--- src/shared/bcpt_pkg.sv ---
/*
 * Constants, register map and byte-merge helper for the buffered
 * compare PWM timer.
 * Assumes a 32-bit Avalon-MM slave port with byte addresses.
 */
package bcpt_pkg;

    // ----------------------------------------------------------------
    // Register offsets (byte addresses)
    // ----------------------------------------------------------------
    localparam int          ADDR_W        = 5;
    localparam logic [4:0]  REG_TSC       = 5'h00;
    localparam logic [4:0]  REG_COUNT     = 5'h04;
    localparam logic [4:0]  REG_PERIOD    = 5'h08;
    localparam logic [4:0]  REG_CH0_CTL   = 5'h0c;
    localparam logic [4:0]  REG_CH0_VAL   = 5'h10;
    localparam logic [4:0]  REG_CH1_CTL   = 5'h14;
    localparam logic [4:0]  REG_CH1_VAL   = 5'h18;
    localparam logic [4:0]  REG_PIN_STATE = 5'h1c;

    // ----------------------------------------------------------------
    // Timer status and control fields
    // ----------------------------------------------------------------
    localparam int TSC_WRAP_FLAG = 7;
    localparam int TSC_WRAP_IE   = 6;
    localparam int TSC_HALT      = 5;
    localparam int TSC_CLEAR     = 4;
    localparam int TSC_PS_LSB    = 0;
    localparam int PS_W          = 3;

    // ----------------------------------------------------------------
    // Channel status and control fields
    // ----------------------------------------------------------------
    localparam int CH_FLAG     = 7;
    localparam int CH_IE       = 6;
    localparam int CH_MODE_HI  = 5;
    localparam int CH_MODE_LO  = 4;
    localparam int CH_EDGE_HI  = 3;
    localparam int CH_EDGE_LO  = 2;
    localparam int CH_TOV      = 1;
    localparam int CH_FULL     = 0;
    localparam int CH_CTL_W    = 7;

    // ----------------------------------------------------------------
    // Pin state fields, widths and reset values
    // ----------------------------------------------------------------
    localparam int PIN0_BIT    = 0;
    localparam int PIN1_BIT    = 1;
    localparam int ACTIVE_BIT  = 2;
    localparam int CNT_W       = 16;
    localparam int DIV_W       = 6;
    localparam int NUM_CH      = 2;

    localparam logic [PS_W-1:0]     PS_UNUSED      = 3'h7;
    localparam logic [CNT_W-1:0]    PERIOD_RESET   = 16'hffff;
    localparam logic [CNT_W-1:0]    VAL_RESET      = 16'h0000;
    localparam logic [CH_CTL_W-1:0] CH_CTL_RESET   = 7'h00;
    localparam logic [PS_W-1:0]     PS_RESET       = 3'h0;
    localparam logic [1:0]          EDGE_TOGGLE    = 2'h1;
    localparam logic [1:0]          EDGE_CLEAR     = 2'h2;
    localparam logic [1:0]          EDGE_SET       = 2'h3;

    // Byte-lane merge of a write into a 16-bit register
    function automatic logic [CNT_W-1:0] bcpt_merge16(
        input logic [CNT_W-1:0] old_v,
        input logic [31:0]      wdata,
        input logic [3:0]       be
    );
        logic [CNT_W-1:0] res;
        res        = old_v;
        if (be[0])
        begin
            res[7:0] = wdata[7:0];
        end
        if (be[1])
        begin
            res[15:8] = wdata[15:8];
        end
        return res;
    endfunction

endpackage

--- src/shared/bcpt_chan_if.sv ---
/*
 * Link between the timer core and one compare output channel.
 * Assumes both ends share the core clock.
 */
`timescale 1ns/1ps
interface bcpt_chan_if;
    import bcpt_pkg::*;
    logic              tick;
    logic [CNT_W-1:0]  count;
    logic              wrap_evt;
    logic [CNT_W-1:0]  compare_val;
    logic              enable_oc;
    logic [1:0]        edge_sel;
    logic              toggle_on_wrap;
    logic              full_duty_select;
    logic              match_evt;
    logic              pin;

    modport timer (output tick, count, wrap_evt, compare_val, enable_oc, edge_sel,
                   toggle_on_wrap, full_duty_select, input match_evt, pin);
    modport chan  (input tick, count, wrap_evt, compare_val, enable_oc, edge_sel,
                   toggle_on_wrap, full_duty_select, output match_evt, pin);
endinterface

--- src/rtl/bcpt_chan_out.sv ---
/*
 * One compare channel: match detection and pin action.
 * Assumes the core drives counter, events and controls on this clock.
 */
`timescale 1ns/1ps
module bcpt_chan_out
    import bcpt_pkg::*;
(
    // Clock and reset
    input  wire logic  clock,
    input  wire logic  rst_n,
    input  wire logic  ce,
    // Core link
    bcpt_chan_if.chan  ch
);
    logic             pin_q;
    logic             pin_d;
    logic             wrapped;
    logic [CNT_W-1:0] next_cnt;

    // Match when the counter becomes the compare value, so 128 of 256 is half duty
    assign next_cnt     = ch.wrap_evt ? '0 : ch.count + CNT_W'(1);
    assign ch.match_evt = ch.enable_oc & ch.tick & (next_cnt == ch.compare_val); // RULE9
    assign ch.pin       = pin_q;

    always_comb
    begin
        wrapped = ch.wrap_evt & ch.enable_oc & ch.toggle_on_wrap ? ~pin_q : pin_q; // RULE5
        pin_d   = wrapped;
        if (ch.full_duty_select & ch.toggle_on_wrap)
        begin
            pin_d = 1'b1; // RULE15
        end
        else if (ch.match_evt)
        begin
            unique case (ch.edge_sel)
                EDGE_TOGGLE: pin_d = ~wrapped;
                EDGE_CLEAR:  pin_d = 1'b0; // RULE14
                EDGE_SET:    pin_d = 1'b1;
                default:     pin_d = wrapped;
            endcase
        end
    end

    always_ff @(posedge clock)
    begin
        if (!rst_n)
        begin
            pin_q <= 1'b0;
        end
        else if (ce)
        begin
            pin_q <= pin_d;
        end
    end
endmodule

--- src/rtl/bcpt_prescaler.sv ---
/*
 * Bus clock prescaler producing the counter advance strobe.
 * Assumes halt and select come from registers and clear from a bus write decode, on the same clock.
 */
`timescale 1ns/1ps
module bcpt_prescaler
    import bcpt_pkg::*;
(
    // Clock and reset
    input  wire logic            clock,
    input  wire logic            rst_n,
    input  wire logic            ce,
    // Control
    input  wire logic            halt,
    input  wire logic            clear,
    input  wire logic [PS_W-1:0] sel,
    // Advance strobe
    output logic                 tick
);
    logic [DIV_W-1:0] div_q;
    logic [DIV_W-1:0] mask;

    assign mask = DIV_W'((7'h01 << sel) - 7'h01);
    assign tick = ~halt & ~clear & (sel != PS_UNUSED) & ((div_q & mask) == mask); // RULE20

    always_ff @(posedge clock)
    begin
        if (!rst_n)
        begin
            div_q <= '0;
        end
        else if (ce)
        begin
            if (clear)
            begin
                div_q <= '0; // RULE18
            end
            else if (!halt)
            begin
                div_q <= div_q + DIV_W'(1);
            end
        end
    end
endmodule

--- src/rtl/bcpt_top.sv ---
/*
 * Buffered compare PWM timer: 16-bit counter, two compare channels,
 * buffered pair linking, Avalon-MM register slave.
 * Assumes a bus master on the same clock; pins resolved outside.
 */
// Summary of operation
// RULE1: Link bit merges channels onto channel 0 pin
// RULE2: Buffered pair swaps to last written at wrap
// RULE3: Linked: channel 0 control rules, channel 1 ignored
// RULE4: Software writes only the inactive pair
// RULE5: Toggle pin when counter reaches period limit
// RULE6: Software picks clear or set compare polarity
// RULE7: Limit 255, divide one gives 256 cycles
// RULE8: Compare 128 of 256 gives half duty
// RULE9: Passed new compare value skips that period
// RULE10: Software times unbuffered updates by interrupts
// RULE11: Software avoids toggle on compare for PWM
// RULE12: Software follows halt, clear, program, release order
// RULE13: Link bit overrides channel 0 low mode
// RULE14: No wrap toggle and clear gives zero duty
// RULE15: Full duty plus wrap toggle holds high
// RULE16: Wrap flag sets; enabled flag raises request
// RULE17: Channel event sets flag; enabled raises request
// RULE18: Clear bit zeroes counter, prescaler, reads zero
// RULE19: Reset halts counter until software releases
// RULE20: Divide select one to sixty-four, seven unused
// RULE21: After limit counter restarts from zero
// RULE22: Sixteen-bit counter and compare values
`timescale 1ns/1ps
module bcpt_top
    import bcpt_pkg::*;
(
    // Clock and reset
    input  wire logic               clock,
    input  wire logic               rst_n,
    input  wire logic               ce,
    // Avalon-MM slave
    input  wire logic [ADDR_W-1:0]  address,
    input  wire logic               read,
    input  wire logic               write,
    input  wire logic [31:0]        writedata,
    input  wire logic [3:0]         byteenable,
    output logic      [31:0]        readdata,
    output logic                    waitrequest,
    // Channel pins
    output logic                    chan0_pin_out,
    output logic                    chan0_pin_oe,
    output logic                    chan1_pin_out,
    output logic                    chan1_pin_oe,
    // Interrupt request
    output logic                    irq
);

    // ----------------------------------------------------------------
    // State
    // ----------------------------------------------------------------
    logic                 ack_q;
    logic [31:0]          readdata_q;
    logic                 halt_q;
    logic                 wrap_ie_q;
    logic [PS_W-1:0]      ps_q;
    logic                 wrap_flag_q;
    logic                 wrap_arm_q;
    logic [CNT_W-1:0]     cnt_q;
    logic [CNT_W-1:0]     period_q;
    logic [CH_CTL_W-1:0]  ctl_q  [NUM_CH];
    logic                 flag_q [NUM_CH];
    logic                 arm_q  [NUM_CH];
    logic [CNT_W-1:0]     val_q  [NUM_CH];
    logic                 last_q;
    logic                 active_q;

    logic                 wr_go;
    logic                 rd_go;
    logic                 tsc_wr;
    logic                 clr_go;
    logic                 tick;
    logic                 wrap_evt;
    logic                 link;
    logic                 match [NUM_CH];
    logic                 pin   [NUM_CH];
    logic [31:0]          rd_mux;

    bcpt_chan_if          chif [NUM_CH] ();

    // ----------------------------------------------------------------
    // Bus handshake
    // ----------------------------------------------------------------
    assign waitrequest = (read | write) & ~ack_q;
    assign wr_go       = ce & write & ack_q;
    assign rd_go       = ce & read & ack_q;
    assign tsc_wr      = wr_go & (address == REG_TSC);
    assign clr_go      = tsc_wr & writedata[TSC_CLEAR];
    assign readdata    = readdata_q;

    always_ff @(posedge clock)
    begin
        if (!rst_n)
        begin
            ack_q <= 1'b0;
        end
        else if (ce)
        begin
            ack_q <= (read | write) & ~ack_q;
        end
    end

    always_comb
    begin
        unique case (address)
            REG_TSC:
            begin
                rd_mux = {24'h000000, wrap_flag_q, wrap_ie_q, halt_q, 1'b0, 1'b0, ps_q}; // RULE18
            end
            REG_COUNT:     rd_mux = {16'h0000, cnt_q};
            REG_PERIOD:    rd_mux = {16'h0000, period_q};
            REG_CH0_CTL:   rd_mux = {24'h000000, flag_q[0], ctl_q[0]};
            REG_CH0_VAL:   rd_mux = {16'h0000, val_q[0]};
            REG_CH1_CTL:   rd_mux = {24'h000000, flag_q[1], ctl_q[1]};
            REG_CH1_VAL:   rd_mux = {16'h0000, val_q[1]};
            REG_PIN_STATE: rd_mux = {29'h00000000, active_q, pin[1], pin[0]};
            default:       rd_mux = 32'h00000000;
        endcase
    end

    always_ff @(posedge clock)
    begin
        if (!rst_n)
        begin
            readdata_q <= 32'h00000000;
        end
        else if (ce & read & ~ack_q)
        begin
            readdata_q <= rd_mux;
        end
    end

    // ----------------------------------------------------------------
    // Timer control register
    // ----------------------------------------------------------------
    always_ff @(posedge clock)
    begin
        if (!rst_n)
        begin
            halt_q    <= 1'b1; // RULE19
            wrap_ie_q <= 1'b0;
            ps_q      <= PS_RESET;
        end
        else if (tsc_wr)
        begin
            halt_q    <= writedata[TSC_HALT];
            wrap_ie_q <= writedata[TSC_WRAP_IE];
            ps_q      <= writedata[TSC_PS_LSB +: PS_W];
        end
    end

    always_ff @(posedge clock)
    begin
        if (!rst_n)
        begin
            period_q <= PERIOD_RESET;
        end
        else if (wr_go & (address == REG_PERIOD))
        begin
            period_q <= bcpt_merge16(period_q, writedata, byteenable);
        end
    end

    // Wrap flag: read while set arms, write 0 clears, a new wrap wins
    always_ff @(posedge clock)
    begin
        if (!rst_n)
        begin
            wrap_flag_q <= 1'b0;
            wrap_arm_q  <= 1'b0;
        end
        else if (ce)
        begin
            if (wrap_evt)
            begin
                wrap_flag_q <= 1'b1; // RULE16
                wrap_arm_q  <= 1'b0;
            end
            else if (tsc_wr & wrap_arm_q & ~writedata[TSC_WRAP_FLAG])
            begin
                wrap_flag_q <= 1'b0;
                wrap_arm_q  <= 1'b0;
            end
            else if (rd_go & (address == REG_TSC) & wrap_flag_q)
            begin
                wrap_arm_q <= 1'b1;
            end
        end
    end

    // ----------------------------------------------------------------
    // Counter
    // ----------------------------------------------------------------
    bcpt_prescaler u_prescaler (
        .clock (clock),
        .rst_n (rst_n),
        .ce    (ce),
        .halt  (halt_q),
        .clear (clr_go),
        .sel   (ps_q),
        .tick  (tick)
    );

    assign wrap_evt = tick & (cnt_q == period_q); // RULE7

    always_ff @(posedge clock)
    begin
        if (!rst_n)
        begin
            cnt_q <= '0;
        end
        else if (ce)
        begin
            if (clr_go)
            begin
                cnt_q <= '0; // RULE18
            end
            else if (wrap_evt)
            begin
                cnt_q <= '0; // RULE21
            end
            else if (tick)
            begin
                cnt_q <= cnt_q + CNT_W'(1); // RULE22
            end
        end
    end

    // ----------------------------------------------------------------
    // Buffered pair selection
    // ----------------------------------------------------------------
    assign link = ctl_q[0][CH_MODE_HI]; // RULE13

    always_ff @(posedge clock)
    begin
        if (!rst_n)
        begin
            last_q   <= 1'b0;
            active_q <= 1'b0;
        end
        else if (ce)
        begin
            if (wr_go & (address == REG_CH0_VAL))
            begin
                last_q <= 1'b0;
            end
            else if (wr_go & (address == REG_CH1_VAL))
            begin
                last_q <= 1'b1;
            end
            if (!link)
            begin
                active_q <= 1'b0;
            end
            else if (wrap_evt)
            begin
                active_q <= last_q; // RULE2
            end
        end
    end

    // ----------------------------------------------------------------
    // Channels
    // ----------------------------------------------------------------
    for (genvar i = 0; i < NUM_CH; i++)
    begin : g_ch
        localparam logic [4:0] CTL_A = (i == 0) ? REG_CH0_CTL : REG_CH1_CTL;
        localparam logic [4:0] VAL_A = (i == 0) ? REG_CH0_VAL : REG_CH1_VAL;
        logic ctl_wr;
        logic mode_on;

        assign ctl_wr  = wr_go & (address == CTL_A);
        assign mode_on = (i == 0) ? (link | ctl_q[0][CH_MODE_LO])
                                  : (~link & (ctl_q[1][CH_MODE_HI] | ctl_q[1][CH_MODE_LO])); // RULE3

        always_ff @(posedge clock)
        begin
            if (!rst_n)
            begin
                ctl_q[i] <= CH_CTL_RESET;
                val_q[i] <= VAL_RESET;
            end
            else if (ce)
            begin
                if (ctl_wr)
                begin
                    ctl_q[i] <= writedata[CH_CTL_W-1:0];
                end
                if (wr_go & (address == VAL_A))
                begin
                    val_q[i] <= bcpt_merge16(val_q[i], writedata, byteenable);
                end
            end
        end

        // Channel flag with the same arm-and-clear sequence as the wrap flag
        always_ff @(posedge clock)
        begin
            if (!rst_n)
            begin
                flag_q[i] <= 1'b0;
                arm_q[i]  <= 1'b0;
            end
            else if (ce)
            begin
                if (match[i])
                begin
                    flag_q[i] <= 1'b1; // RULE17
                    arm_q[i]  <= 1'b0;
                end
                else if (ctl_wr & arm_q[i] & ~writedata[CH_FLAG])
                begin
                    flag_q[i] <= 1'b0;
                    arm_q[i]  <= 1'b0;
                end
                else if (rd_go & (address == CTL_A) & flag_q[i])
                begin
                    arm_q[i] <= 1'b1;
                end
            end
        end

        assign chif[i].tick             = tick;
        assign chif[i].count            = cnt_q;
        assign chif[i].wrap_evt         = wrap_evt;
        assign chif[i].compare_val      = (i == 0 && link && active_q) ? val_q[1] : val_q[i]; // RULE8
        assign chif[i].enable_oc        = mode_on;
        assign chif[i].edge_sel         = {ctl_q[i][CH_EDGE_HI], ctl_q[i][CH_EDGE_LO]};
        assign chif[i].toggle_on_wrap   = ctl_q[i][CH_TOV];
        assign chif[i].full_duty_select = ctl_q[i][CH_FULL];
        assign match[i]                 = chif[i].match_evt;
        assign pin[i]                   = chif[i].pin;

        bcpt_chan_out u_chan (
            .clock (clock),
            .rst_n (rst_n),
            .ce    (ce),
            .ch    (chif[i])
        );
    end

    // ----------------------------------------------------------------
    // Pins and request
    // ----------------------------------------------------------------
    assign chan0_pin_out = pin[0];
    assign chan0_pin_oe  = g_ch[0].mode_on; // RULE1
    assign chan1_pin_out = pin[1];
    assign chan1_pin_oe  = g_ch[1].mode_on; // RULE1
    assign irq = (wrap_flag_q & wrap_ie_q) | (flag_q[0] & ctl_q[0][CH_IE])
               | (flag_q[1] & ctl_q[1][CH_IE]); // RULE16
endmodule

--- config.mk ---
export PLATFORM = sky130hd
export DESIGN_NAME = bcpt_top
export DESIGN_NICKNAME = d
export VERILOG_FILES = /design/src/shared/bcpt_pkg.sv /design/src/shared/bcpt_chan_if.sv /design/src/rtl/bcpt_chan_out.sv /design/src/rtl/bcpt_prescaler.sv /design/src/rtl/bcpt_top.sv
export SDC_FILE = /design/constraint.sdc
export NUM_CORES = 1
export LEC_CHECK = 0
export BUFFER_PORTS_ARGS = -buffer_cell sky130_fd_sc_hd__buf_2
export CAP_MARGIN = 20
export CORE_MARGIN = 2
export CORE_UTILIZATION = 43
export DETAILED_ROUTE_END_ITERATION = 8
export GPL_TIMING_DRIVEN = 0
export HOLD_SLACK_MARGIN = 0.06
export PLACE_DENSITY = 0.68
export SYNTH_ARGS = -nofsm -noshare
export SYNTH_HDL_FRONTEND = slang
export SYNTH_SLANG_ARGS = --single-unit
--- constraint.sdc ---
create_clock -name clock -period 3.55 [get_ports clock]
set_clock_uncertainty 0.05 [all_clocks]
set_input_delay 0.71 -clock clock [delete_from_list [all_inputs] [get_ports clock]]
set_output_delay 0.71 -clock clock [all_outputs]
set_load 0.005 [all_outputs]
After elaboration in Yosys (flattened, before gate mapping)

Memories as Yosys holds them, arrays and structs flattened.
Cells that the tools add are included.
W data, S select, Z words.

Flip-flop bits (word level): 82
Bits in writable memories: 50
Bits of input ports: 46
Output and inout bits: 38
Memories kept: 4

Memory list:

| name   | depth | bits a word | read ports | clocked after memory_dff | write ports | line           | RTL |
|---|---|---|---|---|---|---|---|
| val_q  | 2     | 16          | 2          | 0                        | 2           | bcpt_top.sv:69 | `logic [CNT_W-1:0] val_q [NUM_CH];` |
| ctl_q  | 2     | 7           | 2          | 0                        | 2           | bcpt_top.sv:66 | `logic [CH_CTL_W-1:0] ctl_q [NUM_CH];` |
| arm_q  | 2     | 1           | 2          | 0                        | 2           | bcpt_top.sv:68 | `logic arm_q [NUM_CH];` |
| flag_q | 2     | 1           | 2          | 0                        | 2           | bcpt_top.sv:67 | `logic flag_q [NUM_CH];` |

Add/sub/neg operators: 3
Eq/ne operators: 20
Shift operators: 1
Mux-type cells: 102
Bitwise gates (word level): 72
Reductions and logical operators: 14

Operators by type and width:

| kind                    | count |
|---|---|
| $mux W8                 | 16 |
| $pmux W16 S8            | 1 |
| $mux W16                | 7 |
| $mux W1                 | 72 |
| $eq A16 B16 Y1          | 3 |
| $and A1 B1 Y1           | 43 |
| $eq A5 B5 Y1 const B    | 4 |
| $or A1 B1 Y1            | 19 |
| $add A16 B1 Y16 const B | 1 |
| $reduce_and A2 Y1       | 8 |
| $mux W7                 | 2 |
| $mux W6                 | 2 |
| $eq A5 B4 Y1 const B    | 2 |
| $not A1 Y1              | 9 |
| $eq A2 B2 Y1 const B    | 4 |
| $add A6 B1 Y6 const B   | 1 |
| $and A6 B6 Y6           | 1 |
| $eq A6 B6 Y1            | 1 |
| $pmux W1 S3             | 2 |
| $reduce_bool A3 Y1      | 2 |
| $shl A1 B3 Y6 const A   | 1 |
| $sub A6 B1 Y6 const B   | 1 |
| $eq A5 B3 Y1 const B    | 1 |
| $logic_not A5 Y1        | 1 |
| other kinds (5)         | 8 |

Longest topological paths before layout

Gate-level depths: netlist of the first run.

Depth in word-level cells: 19
Gate-level depth with buffers: 13
Depth with buffers taken out: 11

Modules after synthesis

From an unflattened synthesis of the first run, not the netlist that was laid out.

Cell total of the unflattened synthesis: 820
Area, all modules: 7,216.9 um^2

Modules (own cells, without submodules):

| module         | times used | cells an instance | area each (um^2) | seq. area each (um^2) |
|---|---|---|---|---|
| bcpt_top       | 1          | 547               | 5,261.3          | 2,642.5 |
| bcpt_chan_out  | 2          | 115               | 795.8            | 20.0 |
| bcpt_prescaler | 1          | 43                | 364.1            | 120.1 |

Worst setup path before layout of the first run

No wires, ideal clock.

Kind: input port to flip-flop
Start: input address[4]
End: memory arm_q[0], data pin
Arrival: 3,283 ps
Required time: 3,245 ps
Setup slack: -38 ps
Stages on the path: 11
Buffers on the path: 2
Path through: or3_1 nor3_2 and3_1 buf_4 or3_1 buf_4 nand2_1 xor2_1 or4_1 or4_1 and3_1

RTL lines:

| element         | line           | RTL |
|---|---|---|
| start, declared | bcpt_top.sv:38 | `input wire logic [ADDR_W-1:0] address,` |
| end, declared   | bcpt_top.sv:68 |  |

==> reports/qor.txt, run 1 <==
ys async rst share = 0%
post-route ant nets = 0
crit-path cells = buf_2 -> and3_1 -> clkbuf_1 -> and3_1 -> buf_4 -> or3_4 -> buf_8 -> nand2_8 -> xor2_2 -> or4_4 -> or4_4 -> and3_1
Setup violations, final = 0
status = complete, no violations
routed len/inst = 19.62 um
Post-Syn Instances = 789
fin crit share = 98.54%
Synth Register Bits = 116
Synth Flop Type = dfxtp_1
Post-synth EDFFs = 48
# clock sinks = 116
CP Launch Type = primary input
Met3 Wirelength = 2105 um
register-to-register setup slack = 0.06 ns
ranking of synthesized cells by area = edfxtp_1, dfxtp_1, nand2_1
setup tns final = 0 ns
Max-Cap Viols = 0
final wirelength = 21,780 um
Synth area leader = edfxtp_1
worst min path class = reg -> reg
vias = 6,410
RSZ-0062 raised after global routing = yes
CP top delay family = simple AND/OR/NAND/NOR gates
Max transition margin = 29.18%
initial antenna violation count = 0
layout cells sized above 1 = 18.12%
clk_lat worst skew = 0.43 ns
Worst-Margin Slew = 1.054 ns
Critical Path Most Common Cell = and3_1
IO Port Bufs = 49
area post-placement = 7425 um^2
top routing layer in use = met4
final instance area = 8243 um^2
H-tree Lvls = 4
DIE AREA = 16,900 um^2
Max VDD drop = 0.2958 mV
Placement Rows = 46
clock buffer depth = 2
fill count = 1,464
Synth cell types = 70
Core Region = 15,710 um^2
CTS tree = built
vias per cell = 5.775
Starting Density = 43.45%
Hold Violations, Final = 0
# DRC = 0
DR pass1 iterations = 6
first-pass GRT wire length = 32,510 um
met1 wire length = 9406 um
TritonCTS Buffers = 17
achievable frequency = 0.2859 GHz
PwrDens = 417.0 nW/um^2
# diodes = 0
DR iter-0 viols = 929
pin count of the biggest net entering global routing = 17
LEAKAGE = 3.191 nW
Die X = 130.0 um
clk root buf = clkbuf_16
WP data required = 3.69 ns
crit path max fanout = 8
Clock transition at path regs = 0.06 ns
most frequent cell after synthesis = nand2_1
CP max-delay cell = or4_4
most frequent cells after synthesis = nand2_1, nor2_1, dfxtp_1
nets = 929
routability cong. = 0.9832
worst path buffer plus inverter count = 4
die height = 130.0 um
Seq/Total Area, Yosys = 41.05%
Ports = 84
vias in the first global route = 5,594
GR Overflow Total = 0
routed length on met2 = 9695 um
DP Wirelength = 16,100 um
overall power = 3.437 mW
slowest stage delay, CP = 0.54 ns
area share of the largest cell type after synthesis = 21.11%
Placed Cells = 1,070
GRT Util Overall = 25.96%
WS Path Type = in -> reg
Final Slew Violations = 0
synth warn = 0
Crit path arrival time = 3.63 ns
synthesized area per cell = 8.654 um^2
CP endpoint kind = flop
Finished Layout Cells = 1,110
mapped cell area = 6828 um^2
synthesis-to-finish area growth = 20.73%
Tmin final = 3.498 ns
[state kept, by name, indices dropped and copies added (netlist names), 2 cells and up]
signal,flops
ctl_q,14
readdata,16
val_q,32
flag_q,2
period_q,16
chif.count,16
arm_q,2
u_prescaler.div_q,6
ps_q,3
g_ch.u_chan.ch.pin,2
[report_power, final]
| group | total, mW | switching (mW) | internal, mW |
|---|---|---|---|
| logic | 0.191 | 0.121 | 0.0700 |
| clock network | 1.81 | 0.640 | 1.17 |
| registers | 1.44 | 0.0294 | 1.41 |
| total | 3.44 | 0.790 | 2.65 |
[placed cells by master (no fill, tap or decap), types with 8 or more instances in the layout]
master | netlist | layout
a21oi_1 | 49 | 49
a22oi_1 | 31 | 31
a31oi_1 | 16 | 16
and2_1 | 50 | 50
and3_1 | 8 | 8
buf_2 | 11 | 61
buf_4 | 18 | 26
clkbuf_1 | 32 | 31
clkbuf_16 | 0 | 17
conb_1 | 1 | 16
dfxtp_1 | 68 | 64
edfxtp_1 | 48 | 48
inv_1 | 8 | 8
mux2_2 | 12 | 12
mux2i_1 | 19 | 19
nand2_1 | 91 | 90
nand3_1 | 41 | 41
nor2_1 | 78 | 77
nor3_1 | 13 | 13
o21ai_0 | 24 | 23
xnor2_1 | 26 | 25
xor2_1 | 34 | 31
[worst register-to-register path, stage by stage (launching register included)]
cell,delay [ns]
dfxtp_4,0.34
nand3b_1,0.15
a311o_1,0.34
a221o_1,0.43
or3_4,0.40
buf_8,0.15
nand2_8,0.07
xor2_2,0.08
or4_4,0.54
or4_4,0.52
and3_1,0.16
[metal layers]
layer	GRT usage (%)	vias up
met4	7.590	0
met3	5.617	40
met1	36.46	3056
met2	40.41	325
li1	-	2989
met5	0	-
[area by class of cell]
type / instances / area (um^2) / share of cell area, %
clock inverters: 14 / 186.4 / 2.262
inverters: 9 / 33.78 / 0.4098
flip-flops and latches: 116 / 2810 / 34.09
clock buffers: 18 / 429.2 / 5.206
repair buffers: 60 / 326.6 / 3.962
well taps: 216 / 270.3 / 3.279
multi-input cells: 617 / 3869 / 46.93
plain buffers: 60 / 317.8 / 3.855
[cell families after synthesis]
logic type | after synthesis | synth area share (%)
flip-flops | 116 | 41.05
adder cells (fa/ha/maj) | 2 | 0.3664
AND/OR/NAND/NOR | 345 | 25.49
buffers and inverters | 71 | 5.094
multiplexers | 31 | 4.764
XOR/XNOR | 60 | 7.697
other | 1 | 0.05492
AO/OA/AOI/OAI | 163 | 15.49
[repair_timing]
| item | in CTS | in global routing |
|---|---|---|
| pin swaps | 3 | 3 |
| hold buffers | 0 | 0 |
| endpoints found under the setup margin | 8 | 8 |
| gates resized for setup | 9 | 20 |
| endpoints found under the hold margin | 0 | 0 |
| setup buffers | 3 | 6 |
[worst paths after layout]
check	startpoint	end	cells past startpoint
min	ps_q[2]	ps_q[2]	2
max reg2reg	ps_q[0]	arm_q[0]	10
min reg2reg	ps_q[2]	ps_q[2]	2
max	ce	arm_q[0]	12
[metrics by stage]
stage,setup slack [ns],utilization (%),hold WS [ns]
floorplan,0.005731,-,0.3985
global placement,-0.6638,47.22,0.4171
detailed placement,-0.6423,47.25,0.4238
CTS,-0.03851,51.64,0.4319
global route,-0.02657,52.46,0.4585
finish,0.05172,52.46,0.4302
Power figures use the tool's default switching activity.
==> run 2, diff against run 1 <==
--- a/config.mk
+++ b/config.mk
@@ -12,7 +12,7 @@
 export DETAILED_ROUTE_END_ITERATION = 8
 export GPL_TIMING_DRIVEN = 0
 export HOLD_SLACK_MARGIN = 0.06
-export PLACE_DENSITY = 0.68
+export PLACE_DENSITY = 0.66
 export SYNTH_ARGS = -nofsm -noshare
 export SYNTH_HDL_FRONTEND = slang
 export SYNTH_SLANG_ARGS = --single-unit
==> constraint.sdc (replaced) <==
create_clock -name clock -period 4.2 [get_ports clock]
set_clock_uncertainty 0.05 [all_clocks]
set_input_delay 0.84 -clock clock [delete_from_list [all_inputs] [get_ports clock]]
set_output_delay 0.84 -clock clock [all_outputs]
set_load 0.005 [all_outputs]
==> run 2 against run 1 <==
  * Via count is 0.84% higher
  * Global-route usage is 0.18 points lower
  * Non-clock buffer count is 4 lower
  * Total power is 22% lower
  * Largest power group unchanged
==> reports/qor.txt, run 2 (same netlist as run 1, synthesis figures left out) <==
worst min path class = reg -> reg
vias per cell = 5.844
Placement Rows = 46
clk root buf = clkbuf_16
routed len/inst = 19.35 um
IO Port Bufs = 49
Clock Power Share = 48.9%
CP endpoint kind = flop
vias in the first global route = 5,631
GR Overflow Total = 0
crit path max fanout = 8
RSZ-0062 raised after global routing = no
achievable frequency = 0.2484 GHz
first-pass GRT wire length = 32,530 um
Core Region = 15,710 um^2
initial antenna violation count = 0
P_int = 2.046 mW
Setup violations, final = 0
pre-CTS setup slack = -0.3186 ns
Die X = 130.0 um
PwrDens = 337.3 nW/um^2
Tmin final = 4.026 ns
# diodes = 0
CP max-delay cell = nor4_1
DIE AREA = 16,900 um^2
Worst-Margin Slew = 1.009 ns
Comb pwr share = 5.9%
Final Slew Violations = 0
fill count = 1,516
Biggest register = val_q
Starting Density = 43.45%
synthesis-to-finish area growth = 16.84%
CP top delay family = simple AND/OR/NAND/NOR gates
commonest non-fill, non-tap cell in the layout = nand2_1
post-route ant nets = 0
Crit path arrival time = 4.16 ns
Max-Cap Viols = 0
DR iter-0 viols = 982
number of flip-flops in the largest register = 32
vias = 6,464
CTS tree = built
DR pass1 iterations = 6
nets = 925
Seq. cell area = 2803 um^2
Max VDD drop = 0.2750 mV
clk_lat worst skew = 0.42 ns
# DRC = 0
layout cells sized above 1 = 15.28%
GRT Util Overall = 25.78%
Reg power frac = 45.2%
slowest stage delay, CP = 0.62 ns
PnR worst setup slack = 0.1737 ns
Hold Violations, Final = 0
CP Launch Type = flop
Clock transition at path regs = 0.06 ns
clock buffer depth = 2
Multi-input gate area = 3746 um^2
routability cong. = 0.9836
status = complete, no violations
WP data required = 4.34 ns
P_sw = 0.6446 mW
LEAKAGE = 3.077 nW
WS Path Type = reg -> reg
TritonCTS Buffers = 17
fin crit share = 95.86%
Max transition margin = 32.53%
die height = 130.0 um
Switching Share = 23.96%
# clock sinks = 116
commonest non-fill, non-tap cells in the layout = nand2_1, nor2_1, dfxtp_1, buf_2, and2_1
post-cts hold buffer count = 0
final wirelength = 21,400 um
H-tree Lvls = 4
crit-path cells = buf_2 -> xor2_1 -> nor4_1 -> nand4_4 -> or3_1 -> buf_4 -> nand2_1 -> xor2_1 -> or4_1 -> nor4_2 -> mux2i_1 -> nand2_1
overall power = 2.691 mW
pin count of the biggest net entering global routing = 17
Ports = 84
worst path buffer plus inverter count = 2
DP Wirelength = 16,160 um
## run 2: worst paths after layout
check | startpoint | to | slack [ns] | cells past startpoint
worst min register to register | readdata[15] | readdata[15] | 0.43 | 2
worst max register to register | chif[0].count[8] | arm_q[0] | 0.17 | 12
worst max-delay path | chif[0].count[8] | arm_q[0] | 0.17 | 12
worst min-delay path | readdata[15] | readdata[15] | 0.43 | 2
## run 2: repair_timing
action                                  in CTS  in global routing
endpoints found under the setup margin       0                  3
setup buffers                                0                  1
gates resized for setup                      0                  2
## run 2: layout make-up
type	count	share of cell area, %
well taps	216	3.388
multi-input cells	617	46.96
plain buffers	62	3.937
clock inverters	9	0.7215
repair buffers	54	3.450
clock buffers	23	5.991
inverters	9	0.4235
flip-flops and latches	116	35.13
## run 2: per-layer routing
layer	up-vias	wire (um)	track usage, %
li1	2987	-	-
met1	3071	9308	36.96
met2	354	9399	38.77
met3	52	2086	5.986
met4	0	602	7.843
met5	-	0	0
## run 2: power groups by stage
stage | clock network (mW) | registers, mW | logic (mW)
6_report | 1.31 | 1.22 | 0.159
5_1_grt | 1.37 | 1.22 | 0.173
4_1_cts | 1.32 | 1.22 | 0.155
3_5_place_dp | 0 | 1.24 | 0.155
3_3_place_gp | 0 | 1.24 | 0.152
2_1_floorplan | 0 | 1.23 | 0.0944
## run 2: metrics by stage
stage | cell area, um^2 | TNS, ns | instances | utilization, % | hold WS (ns)
global placement | 7400 | -0.8099 | 1069 | 47.09 | 0.4163
CTS | 7953 | 0 | 1104 | 50.61 | 0.4355
detailed placement | 7417 | -0.8351 | 1072 | 47.21 | 0.4230
finish | 7978 | 0 | 1106 | 50.77 | 0.4313
global route | 7978 | 0 | 1106 | 50.77 | 0.4632
floorplan | 6884 | 0 | 804 | - | 0.3985
## run 2: tightest hold or removal path, cell delays in order, from the launching register on
cell and delay (ns):
dfxtp_1 0.32, a21oi_1 0.06, nor2_1 0.07
